$ cat src/core/exhf_pkg.sv
// Package for the external high-frequency oscillator control block.
// Assumes a single 10 MHz system clock and the plain register port.
package exhf_pkg;
  localparam logic [7:0] EXHF_CTRL_ADDR    = 8'h20;
  localparam logic [7:0] EXHF_STATUS_ADDR  = 8'h21;
  localparam logic [7:0] EXHF_LF_ADDR      = 8'h22;
  localparam logic [7:0] EXHF_CTRL_RESET   = 8'h00;
  localparam int         EXHF_RUNSTBY_BIT  = 7;
  localparam int         EXHF_SUT_LSB      = 4;
  localparam int         EXHF_FRQ_LSB      = 2;
  localparam int         EXHF_SRC_BIT      = 1;
  localparam int         EXHF_EN_BIT       = 0;
  localparam logic [7:0] EXHF_CTRL_MASK    = 8'hBF;
  localparam logic [7:0] EXHF_LOCK_MASK    = 8'h32;
  localparam logic [1:0] EXHF_SUT_256      = 2'h0;
  localparam logic [1:0] EXHF_SUT_1K       = 2'h1;
  localparam logic [1:0] EXHF_SUT_4K       = 2'h2;
  localparam logic [12:0] EXHF_CYC_256     = 13'h0100;
  localparam logic [12:0] EXHF_CYC_1K      = 13'h0400;
  localparam logic [12:0] EXHF_CYC_4K      = 13'h1000;
  localparam logic [1:0] EXHF_DELIVER_CYC  = 2'h2;
  localparam logic [5:0] EXHF_MHZ_8        = 6'h08;
  localparam logic [5:0] EXHF_MHZ_16       = 6'h10;
  localparam logic [5:0] EXHF_MHZ_24       = 6'h18;
  localparam logic [5:0] EXHF_MHZ_32       = 6'h20;

  typedef struct packed {
    logic       run_in_standby;
    logic [1:0] startup_count_select;
    logic [1:0] freq_range_select;
    logic       source_select;
    logic       enable;
  } exhf_ctrl_s;

  typedef struct packed {
    logic       osc_en;
    logic       crystal_drive;
    logic       pin_one_owned;
    logic       pin_two_owned;
    logic       lf_en;
    logic [5:0] max_mhz;
  } exhf_pins_s;
endpackage : exhf_pkg

$ cat src/core/exhf_osc_ctrl.sv
// Control register and run logic for the external high-frequency oscillator.
// Assumes requests, sleep state and oscillator edge pulses are synchronous.
//
// What this block does
// - With run-in-standby clear, the oscillator runs only while someone requests it.
// - With run-in-standby set and enabled, it runs in active, idle and standby.
// - Once started, the clock reaches a requester two oscillator cycles after its request.
// - In crystal mode the start-up waits 256, 1K or 4K cycles; code 3 is reserved.
// - Start-up count and source select are locked while enabled or stable.
// - The frequency range field decodes to 8, 16, 24 or 32 MHz maximum.
// - Source select 0 means a crystal on both pins, 1 an external clock on pin one.
// - The enable bit lets the oscillator run on request or with run-in-standby set, and takes its pins from port logic.
// - The low-frequency crystal enable bit takes its pins from port logic.
`timescale 1ns/1ps
`default_nettype none
module exhf_osc_ctrl
  import exhf_pkg::*;
(
  input  wire logic       sys_clk_in,
  input  wire logic       reset_in,
  input  wire logic [7:0] addr_in,
  input  wire logic [7:0] wdata_in,
  input  wire logic       wr_in,
  input  wire logic       rd_in,
  output logic      [7:0] rdata_out,
  input  wire logic       clk_request_in,
  input  wire logic       sleep_deep_in,
  input  wire logic       osc_edge_in,
  output logic            osc_run_out,
  output logic            clk_valid_out,
  output logic            ext_hf_stable_flag_out,
  output exhf_pins_s      pins_out
);
  typedef struct packed {
    exhf_ctrl_s ctrl;
    logic       lf_en;
    logic       stable;
    logic       run;
    logic [1:0] deliver_cnt;
    logic       valid;
    logic [7:0] rdata;
    exhf_pins_s pins;
  } exhf_state_s;

  exhf_state_s state_reg;
  exhf_state_s state_next;
  logic        startup_done;
  logic [12:0] startup_target;
  logic        run_cmd;
  logic [7:0]  ctrl_bits;
  logic [7:0]  wr_val;
  logic        locked;

  always_comb begin
    unique case (state_reg.ctrl.startup_count_select)
      EXHF_SUT_256: startup_target = EXHF_CYC_256;
      EXHF_SUT_1K:  startup_target = EXHF_CYC_1K;
      EXHF_SUT_4K:  startup_target = EXHF_CYC_4K;
      // Reserved code behaves as the longest wait, the safe choice
      default:      startup_target = EXHF_CYC_4K;
    endcase
  end

  exhf_startup_counter u_startup (
    .sys_clk_in  (sys_clk_in),
    .reset_in    (reset_in),
    .run_in      (state_reg.run && !state_reg.ctrl.source_select),
    .osc_edge_in (osc_edge_in),
    .target_in   (startup_target),
    .done_out    (startup_done)
  );

  always_comb begin
    ctrl_bits = {state_reg.ctrl.run_in_standby, 1'b0,
                 state_reg.ctrl.startup_count_select, state_reg.ctrl.freq_range_select,
                 state_reg.ctrl.source_select, state_reg.ctrl.enable};
    locked = state_reg.ctrl.enable || state_reg.stable;
    wr_val = wdata_in & EXHF_CTRL_MASK;
    if (locked) begin
      wr_val = (wr_val & ~EXHF_LOCK_MASK) | (ctrl_bits & EXHF_LOCK_MASK);
    end
  end

  always_comb begin
    state_next = state_reg;
    if (wr_in && addr_in == EXHF_CTRL_ADDR) begin
      state_next.ctrl.run_in_standby       = wr_val[EXHF_RUNSTBY_BIT];
      state_next.ctrl.startup_count_select = wr_val[EXHF_SUT_LSB +: 2];
      state_next.ctrl.freq_range_select    = wr_val[EXHF_FRQ_LSB +: 2];
      state_next.ctrl.source_select        = wr_val[EXHF_SRC_BIT];
      state_next.ctrl.enable               = wr_val[EXHF_EN_BIT];
    end
    if (wr_in && addr_in == EXHF_LF_ADDR) begin
      state_next.lf_en = wdata_in[0];
    end

    run_cmd = state_reg.ctrl.enable && clk_request_in;
    if (state_reg.ctrl.enable && state_reg.ctrl.run_in_standby && !sleep_deep_in) begin
      run_cmd = 1'b1;
    end
    state_next.run = run_cmd;

    if (!state_reg.ctrl.enable) begin
      state_next.stable = 1'b0;
    end else if (state_reg.run && (state_reg.ctrl.source_select || startup_done)) begin
      state_next.stable = 1'b1;
    end

    if (!(clk_request_in && state_reg.run && state_reg.stable)) begin
      state_next.deliver_cnt = 2'h0;
      state_next.valid       = 1'b0;
    end else if (state_reg.deliver_cnt != EXHF_DELIVER_CYC) begin
      if (osc_edge_in) begin
        state_next.deliver_cnt = state_reg.deliver_cnt + 2'h1;
        state_next.valid = (state_reg.deliver_cnt + 2'h1) == EXHF_DELIVER_CYC;
      end
    end

    state_next.pins.osc_en        = run_cmd;
    state_next.pins.crystal_drive = run_cmd && !state_reg.ctrl.source_select;
    state_next.pins.pin_one_owned = state_reg.ctrl.enable;
    state_next.pins.pin_two_owned = state_reg.ctrl.enable && !state_reg.ctrl.source_select;
    state_next.pins.lf_en         = state_reg.lf_en;
    unique case (state_reg.ctrl.freq_range_select)
      2'h0: state_next.pins.max_mhz = EXHF_MHZ_8;
      2'h1: state_next.pins.max_mhz = EXHF_MHZ_16;
      2'h2: state_next.pins.max_mhz = EXHF_MHZ_24;
      2'h3: state_next.pins.max_mhz = EXHF_MHZ_32;
    endcase

    state_next.rdata = 8'h00;
    if (rd_in) begin
      unique case (addr_in)
        EXHF_CTRL_ADDR:   state_next.rdata = ctrl_bits;
        EXHF_STATUS_ADDR: state_next.rdata = {6'h00, state_reg.valid, state_reg.stable};
        EXHF_LF_ADDR:     state_next.rdata = {7'h00, state_reg.lf_en};
        default:          state_next.rdata = 8'h00;
      endcase
    end
  end

  always_ff @(posedge sys_clk_in) begin
    if (reset_in) begin
      state_reg <= '0;
    end else begin
      state_reg <= state_next;
    end
  end

  assign rdata_out              = state_reg.rdata;
  assign osc_run_out            = state_reg.run;
  assign clk_valid_out          = state_reg.valid;
  assign ext_hf_stable_flag_out = state_reg.stable;
  assign pins_out               = state_reg.pins;
endmodule // exhf_osc_ctrl
`default_nettype wire

$ cat src/core/exhf_startup_counter.sv
// Counts oscillator edges after enable until the start-up count is reached.
// Assumes osc_edge_in is a one-cycle pulse per oscillator cycle, synchronous.
`timescale 1ns/1ps
`default_nettype none
module exhf_startup_counter
  import exhf_pkg::*;
(
  input  wire logic        sys_clk_in,
  input  wire logic        reset_in,
  input  wire logic        run_in,
  input  wire logic        osc_edge_in,
  input  wire logic [12:0] target_in,
  output logic             done_out
);
  typedef struct packed {
    logic [12:0] count;
    logic        done;
  } exhf_cnt_s;

  exhf_cnt_s state_reg;
  exhf_cnt_s state_next;

  always_comb begin
    state_next = state_reg;
    if (!run_in) begin
      state_next = '0;
    end else if (!state_reg.done && osc_edge_in) begin
      state_next.count = state_reg.count + 13'h0001;
      if (state_reg.count + 13'h0001 >= target_in) begin
        state_next.done = 1'b1;
      end
    end
  end

  always_ff @(posedge sys_clk_in) begin
    if (reset_in) begin
      state_reg <= '0;
    end else begin
      state_reg <= state_next;
    end
  end

  assign done_out = state_reg.done;
endmodule // exhf_startup_counter
`default_nettype wire

$ cat config.mk
export PLATFORM = sky130hd
export DESIGN_NAME = exhf_osc_ctrl
export DESIGN_NICKNAME = d
export VERILOG_FILES = /design/src/core/exhf_pkg.sv /design/src/core/exhf_osc_ctrl.sv /design/src/core/exhf_startup_counter.sv
export SDC_FILE = /design/constraint.sdc
export NUM_CORES = 1
export LEC_CHECK = 0
export ABC_AREA = 1
export ABC_CLOCK_PERIOD_IN_PS = 2500
export BUFFER_PORTS_ARGS = -buffer_cell sky130_fd_sc_hd__buf_2
export CAP_MARGIN = 40
export CELL_PAD_IN_SITES_DETAIL_PLACEMENT = 0
export CELL_PAD_IN_SITES_GLOBAL_PLACEMENT = 1
export CORE_UTILIZATION = 39
export CTS_BUF_LIST = sky130_fd_sc_hd__clkbuf_4 sky130_fd_sc_hd__clkbuf_8 sky130_fd_sc_hd__clkbuf_16
export CTS_CLUSTER_SIZE = 20
export DETAILED_ROUTE_END_ITERATION = 8
export GPL_ROUTABILITY_DRIVEN = 0
export PLACE_DENSITY_LB_ADDON = 0.08
export SLEW_MARGIN = 20
export SYNTH_ARGS = -nofsm -noshare
export SYNTH_HDL_FRONTEND = slang
export SYNTH_SLANG_ARGS = --single-unit
$ cat constraint.sdc
create_clock -name sys_clk_in -period 2.5 [get_ports sys_clk_in]
set_input_delay 0.5 -clock sys_clk_in [delete_from_list [all_inputs] [get_ports sys_clk_in]]
set_output_delay 0.5 -clock sys_clk_in [all_outputs]
set_load 0.01 [all_outputs]
# Word-level counts from Yosys, hierarchy flattened
# Cells that the tools add are included.
# word_totals
regBits	45
inputBits	23
out_inout_bits	22
# op_classes
addsub	2
order_cmp	1
eq_ne	9
n_mux	5
bitwise_logic	5
n_reduce_logical	25
# op_table
cell	n
$pmux 13 s2	1
$eq 8x6->1 const B	3
$pmux 6 s4	1
$pmux 8 s3	1
$add 13x1->13 const B	1
$ge 13x13->1	1
$logic_and 1x1->1	12
$mux 8	1
$or 8x6->8	1
$reduce_or 2->1	4
$eq 2x2->1 const B	3
$eq 2x1->1 const B	2
$logic_not 2->1	2
$not 1->1	4
$reduce_and 2->1	2
$logic_not 1->1	3
$add 2x1->2 const B	1
$logic_or 1x1->1	2
$ne 2x2->1 const B	1
$mux 1	1

# Longest topological paths before layout
# logic_depth
ltp_word	4
depth_mapped	17
ltp_nobuf	17

# Hierarchy
# A second synthesis with hierarchy kept.
# hier_totals
cells_unflattened	336
area_unflattened_um2	2381.0
# modules_own_cells
mod	n_inst	cells_per_inst	area_per_inst_um2
exhf_osc_ctrl	1	171	1260.0
exhf_startup_counter	1	165	1121.1

# Worst setup path after synthesis
# No wires, ideal clock.
# synth_timing
path_type	flip-flop to flip-flop
from	reg u_startup.state_reg[2] in the netlist's numbering
to	reg u_startup.state_reg (netlist bit u_startup.done_out)
setup_time_ns	0.118
t_arrival_ns	1.989
required_time_ns	2.382
setup_slack_ns	0.393
stages_incl_launch_ff	13
period_less_slack_ns	2.107
cell_sequence	dfxtp_1 -> ha_1 -> nand2_2 -> nor2_4 -> nand3_4 -> nor4_4 -> xor2_1 -> ha_1 -> or2_2 -> nand2_1 -> nand2_1 -> nand2_1 -> a21oi_2
# synth_between
elab_chain_len	3
# synth_rtl
element	line_no	rtl
from (decl)	exhf_startup_counter.sv:20	exhf_cnt_s state_reg;
from (signal assigned)	exhf_startup_counter.sv:39	state_reg <= state_next;
$add 13x1->13	exhf_startup_counter.sv:29	if (state_reg.count + 13'h0001 >= target_in) begin
$ge 13x13->1	exhf_startup_counter.sv:29	
$reduce_and 2->1 (no line)	-	
# No other way between the ends.
# A chain may end at the register's enable or synchronous reset.

# Worst setup path after layout
# layout_timing
from	reg u_startup.state_reg[1] in the netlist's numbering
to	reg u_startup.state_reg (netlist bit u_startup.done_out)
# Same word-level chain as after synthesis.

==> impl_metrics.env <==
export IMPL_setup_viol_count_final=0
export IMPL_post_route_period_util=0.8906
export IMPL_crit_chain="ha_2, nand2_2, nor2_4, nand3_4, nor4_4, xor2_1, ha_1, or2_2, nand2_1, nand2_1, nand2_1, a21oi_2"
export IMPL_wire_per_inst_um=10.82
export IMPL_crit_arrival_ns=2.40
export IMPL_max_cap_violations=0
export IMPL_antenna_left=0
export IMPL_h_tree_depth=2
export IMPL_cts_max_path_buffers=2
export IMPL_rr_worst_depth=12
export IMPL_ctsRootBufferMaster="clkbuf_8"
export IMPL_cts_buffers=5
export IMPL_synthArstFlopShare=0
export IMPL_cp_start_kind="register"
export IMPL_largest_register_ffs=13
export IMPL_clk_latency_ns=0.29
export IMPL_powerDensity_mw_per_mm2=539.9
export IMPL_nets=352
export IMPL_hold_path_class="reg -> reg"
export IMPL_synth_seq_cells=41
export IMPL_vias=1757
export IMPL_crit_fanout=4
export IMPL_final_seq_area_um2=822.0
export IMPL_area_growth_pct=13.78
export IMPL_worstPathRequired_ns=2.68
export IMPL_cts_tree="built"
export IMPL_holdWs_ns=0.4519
export IMPL_critPathMaxStageDelay_ns=0.36
export IMPL_synth_cell_type_count=36
export IMPL_grt_pass1_vias=1550
export IMPL_diodes=0
export IMPL_finalHoldViolations=0
export IMPL_multi_input_area_mm2=0.001005
export IMPL_path_clk_slew_ns=0.08
export IMPL_fin_crit_ns=2.226
export IMPL_coreArea_mm2=0.005238
export IMPL_avgSynthCellArea_um2=7.507
export IMPL_die_x_um=76.59
export IMPL_rows=26
export IMPL_grt_max_degree=15
export IMPL_io_pins=45
export IMPL_drive_above_1_share=0.2156
export IMPL_start_util=0.4142
export IMPL_synth_cells=289
export IMPL_drtIter0Drc=72
export IMPL_fillCellCount=539
export IMPL_slew_violations=0
export IMPL_synth_flop_cell="dfxtp_1"
export IMPL_fmax_mhz=449.2
export IMPL_end_kind="register"
export IMPL_dr_pass1_iters=4
export IMPL_holdBufCountCts=0
export IMPL_clock_sinks=41
export IMPL_portBuffers=39
export IMPL_syn_area_mm2=0.002170
export IMPL_grt_total_usage=0.1539
export IMPL_crit_top_cell="nand2_1"
export IMPL_die_height_um=76.59
export IMPL_wirelength_um=4221
export IMPL_fin_tns_setup_ns=0
export IMPL_grt_overflow=0
export IMPL_die_area_mm2=0.005865
export IMPL_drc=0
export IMPL_yosysWarningCount=0
export IMPL_synth_edf_count=0
export IMPL_dpl_hpwl_um=3246
export IMPL_ys_seq_area_frac=0.3783
export IMPL_crit_type="reg -> reg"
export IMPL_rsz0062_at_grt="no"
export IMPL_peakVddDrop_v=0.0003613
export IMPL_grt_pass1_wl_um=7072
export IMPL_hold_depth=2
export IMPL_p_leak_nw=1.174
export IMPL_outcome="finished, final reports clean"
export IMPL_antenna_found_initial=0
export IMPL_fin_skew_ns=0.002995
export IMPL_crit_path_top_delay_cell="dfxtp_2"
export IMPL_vias_per_cell=4.505
==> metal layers <==
metal | vias up | global-route usage | part of all wire
li1 | 954 | - | -
met1 | 756 | 0.2085 | 0.51
met2 | 42 | 0.2396 | 0.43
met3 | 5 | 0.03832 | 0.050
met4 | 0 | 0.04615 | 0.0095
met5 | - | 0 | 0
==> placed cells by master (no fill, tap or decap), types with 3 or more instances in the layout <==
master,n
inv_1,52
buf_4,3
xor2_1,4
a21oi_1,15
a211oi_1,3
ha_1,9
nand2_1,37
clkbuf_8,5
nand4_1,3
nor3_1,6
conb_1,4
nor2_1,36
nand3_1,13
dfxtp_1,40
buf_2,39
o21ai_0,17
o211ai_1,4
==> cells by family (layout without fill, tap and decap cells) <==
group / Yosys count / in the layout / synth area share
AOI/OAI and AO/OA: 45 / 45 / 0.1165
and+or+nand+nor: 112 / 112 / 0.2647
DFF: 41 / 41 / 0.3783
adders and majority gates: 10 / 10 / 0.05767
buffers and inverters: 76 / 104 / 0.1649
other: 1 / 4 / 0.001728
xor gates and xnor gates: 4 / 4 / 0.01615
==> metrics by stage <==
| step | power [mW] | instance area (µm²) | setup slack (ns) | std cells | utilization |
|---|---|---|---|---|---|
| after floorplan | 0.7029 | 2181 | 0.3930 | 292 | - |
| after detailed placement | 0.7228 | 2331 | 0.1976 | 382 | 0.4451 |
| after CTS | 1.358 | 2465 | 0.1846 | 390 | 0.4706 |
| after global routing | 1.386 | 2469 | 0.01257 | 390 | 0.4713 |
| final | 1.333 | 2469 | 0.2736 | 390 | 0.4713 |
| after global placement | 0.7230 | 2331 | 0.2345 | 382 | 0.4451 |
==> final timing paths <==
path | start | end | slack (ns)
max | u_startup.state_reg[1]$_SDFFE_PP0P_ | u_startup.done_out$_SDFFE_PP0P_ | 0.27
min | state_next[6]$_SDFFE_PP0P_ | pins_out[6]$_SDFF_PP0_ | 0.45
max reg2reg | u_startup.state_reg[1]$_SDFFE_PP0P_ | u_startup.done_out$_SDFFE_PP0P_ | 0.27
min reg2reg | state_next[6]$_SDFFE_PP0P_ | pins_out[6]$_SDFF_PP0_ | 0.45
==> synth_stat cells, types with 3 or more instances <==
master / instances / area (µm²)
nand2_1: 37 / 138.9
nand4_1: 3 / 18.77
nor3_1: 6 / 30.03
a211oi_1: 3 / 22.52
buf_4: 19 / 142.6
nand3_1: 13 / 65.06
nor2_1: 36 / 135.1
ha_1: 10 / 125.1
dfxtp_1: 41 / 820.8
xor2_1: 4 / 35.03
o211ai_1: 4 / 30.03
inv_1: 52 / 195.2
o21ai_0: 17 / 85.08
a21oi_1: 15 / 75.07
==> power breakdown <==
part           total [mW]  leakage, nW  internal, mW  switching (mW)
Clock               0.626       0.0681         0.397           0.229
Combinational      0.0530        0.775        0.0193          0.0336
Sequential          0.654        0.331         0.654        0.000406
Total                1.33         1.17          1.07           0.263
==> critical path: cells and delay by family (launching register included) <==
family / cells / cell delay (ns)
adders and majority gates: 2 / 0.48
DFF: 1 / 0.36
AOI/OAI and AO/OA: 1 / 0.05
xor gates and xnor gates: 1 / 0.23
and+or+nand+nor: 8 / 0.98
==> cell type report <==
type / instances / area share
tap: 70 / 0.03548
sequential: 41 / 0.3330
inverter: 54 / 0.08211
timing repair buffer: 42 / 0.08819
multi-input combinational: 175 / 0.4070
clock inverter: 3 / 0.02636
clock buffer: 5 / 0.02788
==> repair_timing <==
| item | 4_1_cts | 5_1_grt |
|---|---|---|
| endpoints found under the setup margin | 0 | 1 |
| gates resized for setup | 0 | 2 |
| buffers inserted | 0 | 0 |
Note: power is estimated with default switching activity, not from simulation.
